--- src/hdl/acd_pkg.sv ---
// Package for the arbitration command decoder: command fields, encodings, states.
// Assumes one dword command word presented at a time by the command fetch logic.
package acd_pkg;
   localparam int CMD_W = 32;
   localparam int TYPE_HI = 31;
   localparam int TYPE_LO = 29;
   localparam int OPC_HI = 28;
   localparam int OPC_LO = 23;
   localparam int RSV_HI = 22;
   localparam int ARB_CHK_RSV_LO = 0;
   localparam int ARB_TGL_RSV_LO = 1;
   localparam int ARB_EN_BIT = 0;
   localparam logic [2:0] MI_CMD_TYPE = 3'h0;
   localparam logic [5:0] OPC_ARB_CHECK = 6'h05;
   localparam logic [5:0] OPC_ARB_TOGGLE = 6'h08;
   localparam logic ARB_RESET_ENABLED = 1'h1;
   localparam int HEAD_W = 21;
   localparam int WRAP_W = 11;

   // Command word with the fetch context that decides privilege
   typedef struct packed {
      logic [CMD_W-1:0] word;
      logic from_batch;
      logic batch_secure;
   } acd_cmd_t;

   // Updated head pointer as software loaded it
   typedef struct packed {
      logic valid;
      logic [WRAP_W-1:0] wrap;
      logic [HEAD_W-1:0] head;
   } acd_uhp_t;

   typedef enum logic [1:0] {
      ACD_IDLE,
      ACD_RUN,
      ACD_STALL
   } acd_state_t;
endpackage : acd_pkg

--- src/hdl/acd_decode.sv ---
// Combinational decoder of one memory-interface command word.
// Assumes the word is stable while cmd_valid is high.
`timescale 1ns/10ps
`default_nettype none
module acd_decode (
   input wire acd_pkg::acd_cmd_t cmd,
   output logic is_check,
   output logic is_toggle,
   output logic toggle_value
);
   wire [2:0] cmd_type = cmd.word[acd_pkg::TYPE_HI:acd_pkg::TYPE_LO];
   wire [5:0] opc = cmd.word[acd_pkg::OPC_HI:acd_pkg::OPC_LO];
   wire mi_type = (cmd_type == acd_pkg::MI_CMD_TYPE);
   // Nonzero must-be-zero bits leave the word unrecognised
   wire chk_rsv_zero = ~|cmd.word[acd_pkg::RSV_HI:acd_pkg::ARB_CHK_RSV_LO];
   wire tgl_rsv_zero = ~|cmd.word[acd_pkg::RSV_HI:acd_pkg::ARB_TGL_RSV_LO];
   assign is_check = mi_type && (opc == acd_pkg::OPC_ARB_CHECK) && chk_rsv_zero;
   assign is_toggle = mi_type && (opc == acd_pkg::OPC_ARB_TOGGLE) && tgl_rsv_zero;
   assign toggle_value = cmd.word[acd_pkg::ARB_EN_BIT];
endmodule : acd_decode
`default_nettype wire

--- src/hdl/acd_head_load.sv ---
// Head pointer and wrap count holder of the ring.
// Assumes the fetch logic advances the head and reports wrap-arounds.
`timescale 1ns/10ps
`default_nettype none
module acd_head_load #(
   parameter int HEAD_W = acd_pkg::HEAD_W,
   parameter int WRAP_W = acd_pkg::WRAP_W
) (
   input wire logic clk,
   input wire logic sys_rst,
   input wire logic preempt,
   input wire logic [HEAD_W-1:0] new_head,
   input wire logic [WRAP_W-1:0] new_wrap,
   input wire logic advance,
   input wire logic [HEAD_W-1:0] adv_head,
   input wire logic wrapped,
   output logic [HEAD_W-1:0] head_q,
   output logic [WRAP_W-1:0] wrap_q
);
   logic [HEAD_W-1:0] head_d;
   logic [WRAP_W-1:0] wrap_d;
   // Pre-emption overrides normal advance; wrap is loaded, not counted
   assign head_d = preempt ? new_head : (advance ? adv_head : head_q);
   assign wrap_d = preempt ? new_wrap : ((advance && wrapped) ? wrap_q + 1'b1 : wrap_q);
   always_ff @(posedge clk or posedge sys_rst) begin
      if (sys_rst) begin
         head_q <= '0;
         wrap_q <= '0;
      end else begin
         head_q <= head_d;
         wrap_q <= wrap_d;
      end
   end
endmodule : acd_head_load
`default_nettype wire

--- src/hdl/acd_arb_ctrl.sv ---
// How it works
// An arbitration check consults the updated head pointer and pre-empts the ring with it.
// The check pre-empts only when the updated head pointer valid bit is set.
// Software places the check only in a ring buffer, never in a batch buffer.
// On pre-emption the wrap count is loaded from the updated head pointer.
// The check is type zero, opcode 05h, with all low bits zero.
// When the head equals the updated head pointer, its valid bit is cleared.
// Bit 0 of the toggle command disables (0) or enables (1) pre-emption switching.
// A disable holds until a later toggle command enables again.
// While disabled, no switch on event wait, command exhaustion or probe fault.
// Such an event while disabled leaves the engine stalled.
// While disabled, a new run list does not interrupt the sequence.
// Software brackets protected sequences with an off-then-on pair.
// Software disables arbitration sparingly.
// A toggle fetched from a non-secure batch buffer is a no-op.
// The toggle acts only when per-process address space with queuing is configured.
// The toggle is type zero, opcode 08h, with bits 22:1 zero.
// Assumes commands are presented one per cycle with cmd_valid, and that the
// context-switch logic outside acts on ctx_switch_q.
`timescale 1ns/10ps
`default_nettype none
module acd_arb_ctrl #(
   parameter int HEAD_W = acd_pkg::HEAD_W,
   parameter int WRAP_W = acd_pkg::WRAP_W
) (
   input wire logic clk,
   input wire logic sys_rst,
   input wire logic cmd_valid,
   input wire acd_pkg::acd_cmd_t cmd,
   input wire logic ppgtt_queue_en,
   input wire logic uhp_load,
   input wire acd_pkg::acd_uhp_t uhp_in,
   input wire logic head_advance,
   input wire logic [HEAD_W-1:0] head_next,
   input wire logic head_wrapped,
   input wire logic event_wait,
   input wire logic cmds_exhausted,
   input wire logic probe_fault,
   input wire logic new_run_list,
   output logic arb_enable_q,
   output logic uhp_valid_q,
   output logic preempt_q,
   output logic ctx_switch_q,
   output logic stalled_q,
   output logic [HEAD_W-1:0] head_q,
   output logic [WRAP_W-1:0] wrap_q
);
   logic is_check;
   logic is_toggle;
   logic toggle_value;
   logic [HEAD_W-1:0] uhp_head_q;
   logic [WRAP_W-1:0] uhp_wrap_q;
   logic arb_enable_d;
   logic uhp_valid_d;
   acd_pkg::acd_state_t state_q;
   acd_pkg::acd_state_t state_d;

   acd_decode u_dec (
      .cmd(cmd),
      .is_check(is_check),
      .is_toggle(is_toggle),
      .toggle_value(toggle_value)
   );

   // Check inside a batch buffer is ignored; software must not put it there
   wire check_go = cmd_valid && is_check && !cmd.from_batch;
   wire preempt = check_go && uhp_valid_q;
   // Privilege and configuration gate the toggle into a no-op
   wire toggle_ok = !cmd.from_batch || cmd.batch_secure;
   wire toggle_go = cmd_valid && is_toggle && toggle_ok && ppgtt_queue_en;
   wire switch_cause = event_wait || cmds_exhausted || probe_fault || new_run_list;
   wire hang_cause = event_wait || cmds_exhausted || probe_fault;
   wire head_match = (head_q == uhp_head_q);

   acd_head_load #(
      .HEAD_W(HEAD_W),
      .WRAP_W(WRAP_W)
   ) u_head (
      .clk(clk),
      .sys_rst(sys_rst),
      .preempt(preempt),
      .new_head(uhp_head_q),
      .new_wrap(uhp_wrap_q),
      .advance(head_advance),
      .adv_head(head_next),
      .wrapped(head_wrapped),
      .head_q(head_q),
      .wrap_q(wrap_q)
   );

   assign arb_enable_d = toggle_go ? toggle_value : arb_enable_q;
   // A fresh software load wins over the hardware clear in the same cycle
   assign uhp_valid_d = uhp_load ? uhp_in.valid
                      : ((head_match || preempt) ? 1'b0 : uhp_valid_q);

   always_comb begin
      state_d = state_q;
      case (state_q)
         acd_pkg::ACD_IDLE: begin
            state_d = acd_pkg::ACD_RUN;
         end
         acd_pkg::ACD_RUN: begin
            if (!arb_enable_q && hang_cause) begin
               state_d = acd_pkg::ACD_STALL;
            end
         end
         acd_pkg::ACD_STALL: begin
            // Only reset recovers; a disabled engine has no way out
            state_d = acd_pkg::ACD_STALL;
         end
         default: begin
            state_d = acd_pkg::ACD_IDLE;
         end
      endcase
   end

   always_ff @(posedge clk or posedge sys_rst) begin
      if (sys_rst) begin
         arb_enable_q <= acd_pkg::ARB_RESET_ENABLED;
         uhp_valid_q <= 1'b0;
         uhp_head_q <= '0;
         uhp_wrap_q <= '0;
         state_q <= acd_pkg::ACD_IDLE;
      end else begin
         arb_enable_q <= arb_enable_d;
         uhp_valid_q <= uhp_valid_d;
         state_q <= state_d;
         if (uhp_load) begin
            uhp_head_q <= uhp_in.head;
            uhp_wrap_q <= uhp_in.wrap;
         end
      end
   end

   always_ff @(posedge clk or posedge sys_rst) begin
      if (sys_rst) begin
         preempt_q <= 1'b0;
         ctx_switch_q <= 1'b0;
         stalled_q <= 1'b0;
      end else begin
         preempt_q <= preempt;
         // Switches are suppressed entirely while arbitration is off
         ctx_switch_q <= arb_enable_q && switch_cause;
         stalled_q <= (state_d == acd_pkg::ACD_STALL);
      end
   end

   // Raw type and opcode view, kept apart from the decoder so its checks are independent
   wire [acd_pkg::TYPE_HI-acd_pkg::OPC_LO:0] cmd_code =
      cmd.word[acd_pkg::TYPE_HI:acd_pkg::OPC_LO];
   wire code_check = (cmd_code == {acd_pkg::MI_CMD_TYPE, acd_pkg::OPC_ARB_CHECK});
   wire code_toggle = (cmd_code == {acd_pkg::MI_CMD_TYPE, acd_pkg::OPC_ARB_TOGGLE});

   chk_preempt_needs_valid:
      assert property (@(posedge clk) disable iff (sys_rst)
         preempt_q |-> $past(uhp_valid_q))
      else $error("pre-emption without valid updated head pointer");

   chk_preempt_load_head:
      assert property (@(posedge clk) disable iff (sys_rst)
         preempt_q |-> head_q == $past(uhp_head_q))
      else $error("head not loaded on pre-emption");

   chk_preempt_load_wrap:
      assert property (@(posedge clk) disable iff (sys_rst)
         preempt_q |-> wrap_q == $past(uhp_wrap_q))
      else $error("wrap count not loaded on pre-emption");

   chk_valid_clear_match:
      assert property (@(posedge clk) disable iff (sys_rst)
         (head_match && !uhp_load) |=> !uhp_valid_q)
      else $error("valid bit kept after head match");

   chk_toggle_sets_enable:
      assert property (@(posedge clk) disable iff (sys_rst)
         toggle_go |=> arb_enable_q == $past(toggle_value))
      else $error("toggle bit not applied");

   chk_disable_holds:
      assert property (@(posedge clk) disable iff (sys_rst)
         (!arb_enable_q && !toggle_go) |=> !arb_enable_q)
      else $error("arbitration re-enabled without toggle command");

   chk_no_switch_off:
      assert property (@(posedge clk) disable iff (sys_rst)
         (!arb_enable_q && switch_cause) |=> !ctx_switch_q)
      else $error("context switch while arbitration off");

   chk_hang_stalls:
      assert property (@(posedge clk) disable iff (sys_rst)
         (state_q == acd_pkg::ACD_RUN && !arb_enable_q && hang_cause) |=> stalled_q)
      else $error("engine not stalled on event while disabled");

   chk_runlist_blocked:
      assert property (@(posedge clk) disable iff (sys_rst)
         (!arb_enable_q && new_run_list) |=> !ctx_switch_q)
      else $error("run list interrupted while disabled");

   chk_nonsecure_noop:
      assert property (@(posedge clk) disable iff (sys_rst)
         (cmd_valid && is_toggle && cmd.from_batch && !cmd.batch_secure)
            |=> arb_enable_q == $past(arb_enable_q))
      else $error("non-secure toggle took effect");

   chk_unconfigured_noop:
      assert property (@(posedge clk) disable iff (sys_rst)
         (cmd_valid && is_toggle && !ppgtt_queue_en) |=> $stable(arb_enable_q))
      else $error("toggle acted without queuing configuration");

   chk_check_decode:
      assert property (@(posedge clk) disable iff (sys_rst)
         is_check ==
            (code_check && ~|cmd.word[acd_pkg::RSV_HI:acd_pkg::ARB_CHK_RSV_LO]))
      else $error("check decoded from wrong opcode");

   chk_toggle_decode:
      assert property (@(posedge clk) disable iff (sys_rst)
         is_toggle ==
            (code_toggle && ~|cmd.word[acd_pkg::RSV_HI:acd_pkg::ARB_TGL_RSV_LO]))
      else $error("toggle decoded from wrong opcode");

   chk_batch_check_ignored:
      assert property (@(posedge clk) disable iff (sys_rst)
         (cmd_valid && is_check && cmd.from_batch) |=> !preempt_q)
      else $error("check from batch buffer pre-empted");

   chk_invalid_no_preempt:
      assert property (@(posedge clk) disable iff (sys_rst)
         (cmd_valid && !uhp_valid_q) |=> !preempt_q)
      else $error("pre-emption while updated head pointer invalid");

   chk_check_preempts:
      assert property (@(posedge clk) disable iff (sys_rst)
         (cmd_valid && is_check && !cmd.from_batch && uhp_valid_q) |=> preempt_q)
      else $error("valid check did not pre-empt");

   chk_preempt_clears_valid:
      assert property (@(posedge clk) disable iff (sys_rst)
         (preempt && !uhp_load) |=> !uhp_valid_q)
      else $error("valid bit kept after pre-emption");

   chk_load_sets_valid:
      assert property (@(posedge clk) disable iff (sys_rst)
         uhp_load |=> uhp_valid_q == $past(uhp_in.valid))
      else $error("software load of valid bit lost");

   chk_valid_holds:
      assert property (@(posedge clk) disable iff (sys_rst)
         (uhp_valid_q && !uhp_load && !head_match && !preempt) |=> uhp_valid_q)
      else $error("valid bit dropped without cause");

   chk_wrap_counts:
      assert property (@(posedge clk) disable iff (sys_rst)
         (!preempt && head_advance && head_wrapped) |=> wrap_q == $past(wrap_q) + 1'b1)
      else $error("wrap count not advanced outside pre-emption");

   chk_wrap_hold:
      assert property (@(posedge clk) disable iff (sys_rst)
         (!preempt && !(head_advance && head_wrapped)) |=> $stable(wrap_q))
      else $error("wrap count moved without wrap or pre-emption");

   chk_head_advance:
      assert property (@(posedge clk) disable iff (sys_rst)
         (!preempt && head_advance) |=> head_q == $past(head_next))
      else $error("head not advanced");

   chk_enable_holds:
      assert property (@(posedge clk) disable iff (sys_rst)
         (arb_enable_q && !toggle_go) |=> arb_enable_q)
      else $error("arbitration disabled without toggle command");

   chk_bad_rsv_toggle:
      assert property (@(posedge clk) disable iff (sys_rst)
         (cmd_valid && code_toggle && |cmd.word[acd_pkg::RSV_HI:acd_pkg::ARB_TGL_RSV_LO])
            |=> $stable(arb_enable_q))
      else $error("toggle with reserved bits set took effect");

   chk_bad_rsv_check:
      assert property (@(posedge clk) disable iff (sys_rst)
         (cmd_valid && code_check && |cmd.word[acd_pkg::RSV_HI:acd_pkg::ARB_CHK_RSV_LO])
            |=> !preempt_q)
      else $error("check with reserved bits set pre-empted");

   chk_secure_toggle_applies:
      assert property (@(posedge clk) disable iff (sys_rst)
         (cmd_valid && is_toggle && cmd.from_batch && cmd.batch_secure && ppgtt_queue_en)
            |=> arb_enable_q == $past(toggle_value))
      else $error("secure batch toggle not applied");

   chk_switch_enabled:
      assert property (@(posedge clk) disable iff (sys_rst)
         (arb_enable_q && switch_cause) |=> ctx_switch_q)
      else $error("no context switch while arbitration on");

   chk_runlist_enabled:
      assert property (@(posedge clk) disable iff (sys_rst)
         (arb_enable_q && new_run_list) |=> ctx_switch_q)
      else $error("run list ignored while arbitration on");

   chk_stall_sticky:
      assert property (@(posedge clk) disable iff (sys_rst)
         stalled_q |=> stalled_q)
      else $error("stall released without reset");

   chk_no_stall_enabled:
      assert property (@(posedge clk) disable iff (sys_rst)
         (!stalled_q && arb_enable_q) |=> !stalled_q)
      else $error("stall while arbitration on");
endmodule : acd_arb_ctrl
`default_nettype wire

--- config.mk ---
export PLATFORM = sky130hd
export DESIGN_NAME = acd_arb_ctrl
export DESIGN_NICKNAME = d
export VERILOG_FILES = /design/src/hdl/acd_pkg.sv /design/src/hdl/acd_decode.sv /design/src/hdl/acd_head_load.sv /design/src/hdl/acd_arb_ctrl.sv
export SDC_FILE = /design/constraint.sdc
export NUM_CORES = 1
export LEC_CHECK = 0
export BUFFER_PORTS_ARGS = -buffer_cell sky130_fd_sc_hd__buf_2
export CELL_PAD_IN_SITES_DETAIL_PLACEMENT = 0
export CELL_PAD_IN_SITES_GLOBAL_PLACEMENT = 2
export CORE_AREA = 8 8 117 119
export DETAILED_ROUTE_END_ITERATION = 10
export DIE_AREA = 0 0 125 127
export PLACE_DENSITY_LB_ADDON = 0.1
export SLEW_MARGIN = 20
export SYNTH_ARGS = -nofsm -noshare
export SYNTH_HDL_FRONTEND = slang
export SYNTH_SLANG_ARGS = --single-unit
--- constraint.sdc ---
create_clock -name clk -period 2.5 [get_ports clk]
set_input_delay 0 -clock clk [delete_from_list [all_inputs] [get_ports clk]]
set_output_delay 0 -clock clk [all_outputs]
set_load 0.05 [all_outputs]
**After elaboration in Yosys (flattened, before gate mapping)**

Index checks and enable logic that the tools add are counted.

- Register bits after elaboration: 71
- Input bits: 99
- Output and inout port bits: 37
- Word-level logic and storage cells: 54

- Add/sub/neg operators: 1
- Equal/unequal tests: 6
- Mux-type cells: 8
- Reduce and logical (&&, ||, !) cells: 29

Operators with widths:

| kind | count |
|---|---|
| $mux 21 | 2 |
| $reduce_or 23->1 | 1 |
| $mux 11 | 2 |
| $reduce_or 22->1 | 1 |
| $eq 21x21->1 | 1 |
| $logic_and 1x1->1 | 13 |
| $add 11x1->11 const B | 1 |
| $eq 6x3->1 const B | 1 |
| $eq 6x4->1 const B | 1 |
| $pmux 2 s3 | 1 |
| $reduce_bool 2->1 | 3 |
| $logic_or 1x1->1 | 5 |
| $eq 2x2->1 const B | 2 |
| $logic_not 1->1 | 4 |
| $logic_not 3->1 | 1 |
| $eq 2x1->1 const B | 1 |
| $logic_not 2->1 | 1 |
| $mux 1 | 2 |
| $mux 2 | 1 |

**Depth between registers and ports, before layout**

Gate-level depths: netlist of run 1.

- Word-level depth: 9
- Gate-level depth with buffers: 7
- Depth with buffers taken out: 6

**Modules after synthesis**

From an unflattened synthesis of run 1, not the netlist that was laid out.

- Cell total of the unflattened synthesis: 294
- Area, all modules: 3402.0 µm²

Modules (own cells, without submodules):

| module | instances | cells each | area each (µm²) | sequential area each (µm²) |
|---|---|---|---|---|
| acd_arb_ctrl | 1 | 116 | 1706.6 | 977.2 |
| acd_head_load | 1 | 162 | 1600.3 | 800.8 |
| acd_decode | 1 | 16 | 95.1 | 0.0 |

**Worst setup path before layout of run 1**

Ideal clock, no wire load.

- Kind: flip-flop to flip-flop
- Start: register u_head.wrap_q[0]
- End: register u_head.wrap_q[8]
- Library setup time: 0.075 ns
- Arrival time: 1.689 ns
- Data required time: 2.425 ns
- Path slack: 0.736 ns
- Cell stages (with the launch flop): 7
- Buffers on the path: 0
- Clock period less this slack: 1.764 ns
- Path through: dfrtp_1 -> ha_1 -> and3_1 -> and4_1 -> nand4_1 -> xor2_1 -> o21ai_2

- Cells in the longest elaborated chain, start to end: 3

RTL lines:

| what | line | text |
|---|---|---|
| start: declaration | acd_head_load.sv:18 | `output logic [WRAP_W-1:0] wrap_q` |
| start signal: assignment | acd_head_load.sv:31 | `wrap_q <= wrap_d;` |
| $add 11x1->11 | acd_head_load.sv:24 | `assign wrap_d = preempt ? new_wrap : ((advance && wrapped) ? wrap_q + 1'b1 : wrap_q);` |
| $mux 11 (2 in a row) | acd_head_load.sv:24 |  |

Every way passes these cells. The select of a mux whose other input is x is not followed.
A chain may end at the register's enable or synchronous reset.

**Final worst setup path of run 1**

- Start: register uhp_head_q[17]
- End: register uhp_valid_q

- Cells in the longest elaborated chain, start to end: 3

RTL lines:

| what | line | text |
|---|---|---|
| start: declaration | acd_arb_ctrl.sv:51 | `logic [HEAD_W-1:0] uhp_head_q;` |
| start signal: assignment | acd_arb_ctrl.sv:129 | `uhp_head_q <= uhp_in.head;` |
| $eq 21x21->1 | acd_arb_ctrl.sv:73 | `wire head_match = (head_q == uhp_head_q);` |
| $logic_or 1x1->1 | acd_arb_ctrl.sv:94 | `: ((head_match \|\| preempt) ? 1'b0 : uhp_valid_q);` |
| $reduce_bool 2->1 (no line) | - |  |
| end signal: assignment | acd_arb_ctrl.sv:126 | `uhp_valid_q <= uhp_valid_d;` |
| end: declaration | acd_arb_ctrl.sv:41 | `output logic uhp_valid_q,` |

Every way passes these cells.

==> impl_metrics.ini, run 1 <==
[worst_setup_path]
worstSetupStartpoint = uhp_head_q[17]
crit_arrival_ns = 1.92
startpoint_type = flip-flop
criticalPathCategory = reg -> reg
worstPathRequired_ns = 2.67
cp_max_fo = 3
rr_endpoint = uhp_valid_q
cp-end-kind = flip-flop
r2r_start = uhp_head_q[17]
r2r_slack_ns = 0.76
rr_worst_depth = 5

[route]
vias = 2833
drt-initial-drc-count = 122
wl_per_cell_um = 15.2
topRoutingLayerUsed = met4
ant_nets = 0
wl_met1_um = 4460
via_per_inst = 4.48
wl_met2_um = 4380
drt_pass1_iterations = 4
drt_wl_total_um = 9640
drc = 0
wl_met3_um = 693

[grt]
antenna_found_initial = 0
grt_overflow = 0
grt_pass1_wl_um = 16000
grt_max_degree = 67
grt_usage_pct = 12.5
grt_pass1_vias = 3165

[place]
gp_congestion = 0.680
dp.cells = 561
place_hpwl_um = 6850
portBuffers = 135

[clock_tree]
h-tree-depth = 3
cts_buffers = 9
ctsRootBufferMaster = clkbuf_16
tritoncts = yes
cts_max_path_buffers = 2
clkSinkCount = 71
clkSlewWorstSetupHoldPaths_ns = 0.05
clock_latency_ns = 0.33

[sta]
post-route-period-util_pct = 69.8
tightestPinTransition_ns = 0.913
timing.final.hold_violations = 0
tns_ns = 0
setup_viol = 0
period_minus_slack_ns = 1.74
rsz0062_at_grt = false
clock_skew_ns = 0.00573
drv_slew = 0
relSlewSlack_pct = 39.1
max_clock_freq_mhz = 573

[logic_synthesis]
synthArstFlopShare_pct = 100
synthCells = 289
syn-cell-area_um2 = 3450
synth_area_leader_cell = dfrtp_1
synth.area.top_cells = dfrtp_1 51%, mux2_2 11%, o21ai_2 8.1%, mux2i_1 6.4%, xor2_1 5.8%
synth_edf_count = 0
synth_ff_type = dfrtp_1
yosysSeqAreaShare_pct = 51.5
synth.most_common_cell = dfrtp_1
synthTopCellsByCount = 70 x dfrtp_1, 38 x nand2_1, 33 x mux2_2
synth_cell_types = 32
syn-num-nets = 389
synth.avg_cell_area_um2 = 11.9
yosys.area.top_type_share_pct = 50.7
ys_ff_latch = 71
yosys_warnings = 0

[power]
ir_worst_vdd_uv = 240
cellLeakagePower_nw = 2.36
power_mw = 3.67
power.density_nw_per_um2 = 718

[min_path]
holdCritStartpoint = probe_fault
hold_depth = 3
hp-class = in -> reg
hold_end = state_q[0]

[run]
maxCapViolCount = 0

[floorplanning]
rows = 40
start_util_pct = 29.2
chipHeight_um = 127
core-area_um2 = 11800
dieArea_um2 = 15900
num_io_pins = 136
die_w_um = 125

[outcome]
status = finished, final reports clean

[layout]
stdcell_count = 633
drive_gt1_share_pct = 45.3
area_growth_pct = 48.0
diodes = 0
fin_nets = 582
layout by cell type, fill, tap and decap left out, drive strengths merged:
cell type,netlist,final
nand2,38,38
o21a,1,1
and3,1,1
clkbuf,7,11
nor4,10,10
clkinvlp,0,1
mux2,33,33
o41ai,1,1
inv,6,5
nand3,3,3
dfrtp,70,70
nor3b,1,1
xor2,23,23
a31oi,1,1
o21ai,35,35
nand4,7,7
clkinv,0,3
nor4bb,1,1
xnor2,8,8
and4,1,1
ha,1,1
bufinv,0,1
nor3,3,3
dlygate4sd3,0,57
or3,2,2
nor2,5,5
mux2i,22,22
nor4b,1,1
buf,7,139
dfstp,1,1
sequential cells by signal, indices dropped and copies added (netlist names):
signal	flops
arb_enable_q	1
ctx_switch_q	1
preempt_q	1
stalled_q	1
state_q	2
u_head.head_q	21
u_head.wrap_q	11
uhp_head_q	21
uhp_valid_q	1
uhp_wrap_q	11
timing repair:
| action | 4_1_cts | 5_1_grt |
|---|---|---|
| setup buffers | 0 | 0 |
| hold buffers | 57 | 0 |
| resized for setup | 0 | 0 |
| endpoints found under the hold margin | 105 | 0 |
critical path: stages (launching register included):
cell and delay (ns):
dfrtp_1 0.40, xor2_1 0.17, nor4_1 0.41, nand4_1 0.19, nor4_1 0.32, o41ai_1 0.10
layout make-up:
type,count,area [um2]
fillers,1163,6700
flip-flops and latches,71,1780
multi-input cells,198,1560
repair buffers,196,1290
clock buffers,11,233
well taps,147,184
clock inverters,4,47.5
inverters,6,23.8
cell families (layout without fill, tap and decap cells):
group	after synthesis	count (layout)	synth area share, %
buffers and inverters	20	217	3.62
xor gates and xnor gates	31	31	7.86
and+or+nand+nor	73	73	10.3
DFF	71	71	51.5
adders and majority gates	1	1	0.362
muxes	55	55	17.1
AOI/OAI and AO/OA	38	38	9.20
worst max path at each step:
stage,end,cells after the start
finish,uhp_valid_q,5
global route,uhp_valid_q,5
CTS,uhp_valid_q,5
detailed placement,uhp_valid_q,5
global placement,uhp_valid_q,5
floorplan,ctx_switch_q,1
power breakdown:
part,total [mW],switching (mW),leakage (nW),internal [mW]
sequential,1.47,0.151,0.847,1.32
combinational,0.978,0.602,1.37,0.375
clock,1.23,0.464,0.135,0.763
total,3.67,1.22,2.36,2.45
layer usage:
metal,GRT usage [%],vias up
met5,0,-
met4,5.09,0
met3,4.83,9
met2,19.2,91
met1,15.6,1325
li1,-,1408
through the flow:
step / cell area [um2] / hold WS [ns] / util [%] / setup slack, ns
2_1_floorplan: 3450 / 0.114 / - / 0.705
3_3_place_gp: 4260 / 0.211 / 36.1 / 0.791
3_5_place_dp: 4260 / 0.214 / 36.1 / 0.694
4_1_cts: 5110 / 0.000168 / 43.3 / 0.676
5_1_grt: 5110 / 0.0236 / 43.3 / 0.494
6_report: 5110 / 0.00863 / 43.3 / 0.756
Power figures use the tool's default switching activity.
==> run 2: changes to the inputs <==
--- a/config.mk
+++ b/config.mk
@@ -8,9 +8,9 @@
 export BUFFER_PORTS_ARGS = -buffer_cell sky130_fd_sc_hd__buf_2
 export CELL_PAD_IN_SITES_DETAIL_PLACEMENT = 0
 export CELL_PAD_IN_SITES_GLOBAL_PLACEMENT = 2
-export CORE_AREA = 8 8 117 119
+export CORE_AREA = 8 8 123 125
 export DETAILED_ROUTE_END_ITERATION = 10
-export DIE_AREA = 0 0 125 127
+export DIE_AREA = 0 0 131 133
 export PLACE_DENSITY_LB_ADDON = 0.1
 export SLEW_MARGIN = 20
 export SYNTH_ARGS = -nofsm -noshare
==> constraint.sdc (replaced) <==
create_clock -name clk -period 1.45 [get_ports clk]
set_input_delay 0 -clock clk [delete_from_list [all_inputs] [get_ports clk]]
set_output_delay 0 -clock clk [all_outputs]
set_load 0.05 [all_outputs]
==> impl_metrics.ini, run 2 (synthesis results as in run 1) <==
[floorplanning]
start_util_pct = 26.4
rows = 42
chipHeight_um = 133
dieArea_um2 = 17400
core-area_um2 = 13100
die_w_um = 131
num_io_pins = 136

[layout]
n_fill_cell = 1272
drive_gt1_share_pct = 52.5
final_area_um2 = 5540
layout_commonest_cell = buf_2
fin_nets = 615
largest_registers = u_head.head_q x21, uhp_head_q x21
multi_input_area_um2 = 1590
area_growth_pct = 60.5
diodes = 0
ff_latch_area_um2 = 1800
final_cell_mix = 135 x buf_2, 58 x dlygate4sd3_1, 53 x dfrtp_1

[grt]
grt_busiest_layer = met2
grt_pass1_vias = 3358
grt_overflow = 0
antenna_found_initial = 0
grt_max_degree = 35
grt_usage_pct = 12.9
grt_pass1_wl_um = 17100
grt_use_met2_pct = 21.8
use_met1_pct = 14.8
grt_use_met3_pct = 3.98

[route]
drc = 0
vias = 2917
ant_nets = 0
drt_wl_total_um = 10400
drt-initial-drc-count = 80
via_per_inst = 4.19
wl_per_cell_um = 14.9
drt_pass1_iterations = 4

[sta]
holdWs_ns = 0.00997
setup_ws_ns = -0.0538
drv_slew = 0
relSlewSlack_pct = 67.6
post-route-period-util_pct = 104
rsz0062_at_grt = true
max_clock_freq_mhz = 665
setup_viol = 1
period_minus_slack_ns = 1.50
tightestPinTransition_ns = 0.485
timing.final.hold_violations = 0
clock_skew_ns = 0.00644

[place]
portBuffers = 135
gp_congestion = 0.701
pre_cts_slack_ns = -0.0866
place_hpwl_um = 7840
placed_cell_area_um2 = 4680

[clock_tree]
cts_buffers = 9
clock_latency_ns = 0.33
ctsRootBufferMaster = clkbuf_16
cts_max_path_buffers = 2
h-tree-depth = 3
tritoncts = yes
clkSlewWorstSetupHoldPaths_ns = 0.05
clkSinkCount = 71

[power]
power_mw = 6.47
cellLeakagePower_nw = 2.52
power.density_nw_per_um2 = 1170
ir_worst_vdd_uv = 773

[worst_setup_path]
worstPathRequired_ns = 1.65
criticalPathCategory = reg -> reg
cp-end-kind = flip-flop
cp_max_fo = 3
crit_arrival_ns = 1.71
startpoint_type = flip-flop

[min_path]
hp-class = in -> reg

[outcome]
status = finished with violations
violations = negative setup slack

[run]
maxCapViolCount = 0
-- run 2: cell count changes in the layout (fill, tap and decap cells not counted), sizes merged --
cell,before,now
clkinv,3,1
dlygate4sd3,57,58
bufinv,1,0
clkbuf,11,15
buf,139,171
-- run 2: layout make-up --
class | instances | share of cell area, %
Clock buffer | 15 | 4.65
Clock inverter | 1 | 0.0903
Inverter | 6 | 0.474
Multi-Input combinational cell | 198 | 28.8
Sequential cell | 71 | 32.5
Tap cell | 176 | 3.97
Timing Repair Buffer | 229 | 29.6
-- run 2: stage by stage --
step	utilization (%)	TNS, ns	cells
6_report	42.4	-0.0538	696
5_1_grt	42.4	-0.204	696
4_1_cts	42.3	-0.126	696
3_5_place_dp	35.7	-0.415	621
3_3_place_gp	35.7	-0.321	621
2_1_floorplan	-	-0.422	289
-- run 2: routing by layer --
layer,vias to the layer above,part of all wire (%)
met2,66,51
met1,1364,42
li1,1476,-
met3,11,5.6
met5,-,0
met4,0,1.5
-- run 2: worst max-delay path, cell delays in order, from the launching register on --
cell and delay, ns:
dfrtp_1 0.39, xor2_1 0.18, nor4_2 0.25, buf_4 0.14, nand4_1 0.13, nor4_2 0.17
o41ai_1 0.10
-- run 2: path summary, 6_finish.rpt --
check | startpoint | endpoint | slack, ns | cells past startpoint
max reg2reg | uhp_head_q[10] | uhp_valid_q | -0.05 | 6
min reg2reg | state_q[1] | state_q[0] | 0.43 | 1
min | event_wait | state_q[0] | 0.01 | 3
max | uhp_head_q[10] | uhp_valid_q | -0.05 | 6
max in group asynchronous | sys_rst | arb_enable_q | 0.64 | 4
min in group asynchronous | sys_rst | uhp_wrap_q[9] | 0.24 | 3
-- run 2: where the power goes --
group / total (mW) / internal (mW) / switching (mW)
Clock: 1.99 / 1.20 / 0.785
Combinational: 1.94 / 0.806 / 1.13
Sequential: 2.54 / 2.29 / 0.250
Total: 6.47 / 4.30 / 2.17
-- run 2: repair_timing --
item | in CTS | in global routing
hold buffers | 58 | 0
hold endpoints to repair | 74 | 0
pin swaps | 1 | 3
resized for setup | 2 | 2
setup endpoints to repair | 2 | 2
buffers inserted | 1 | 0
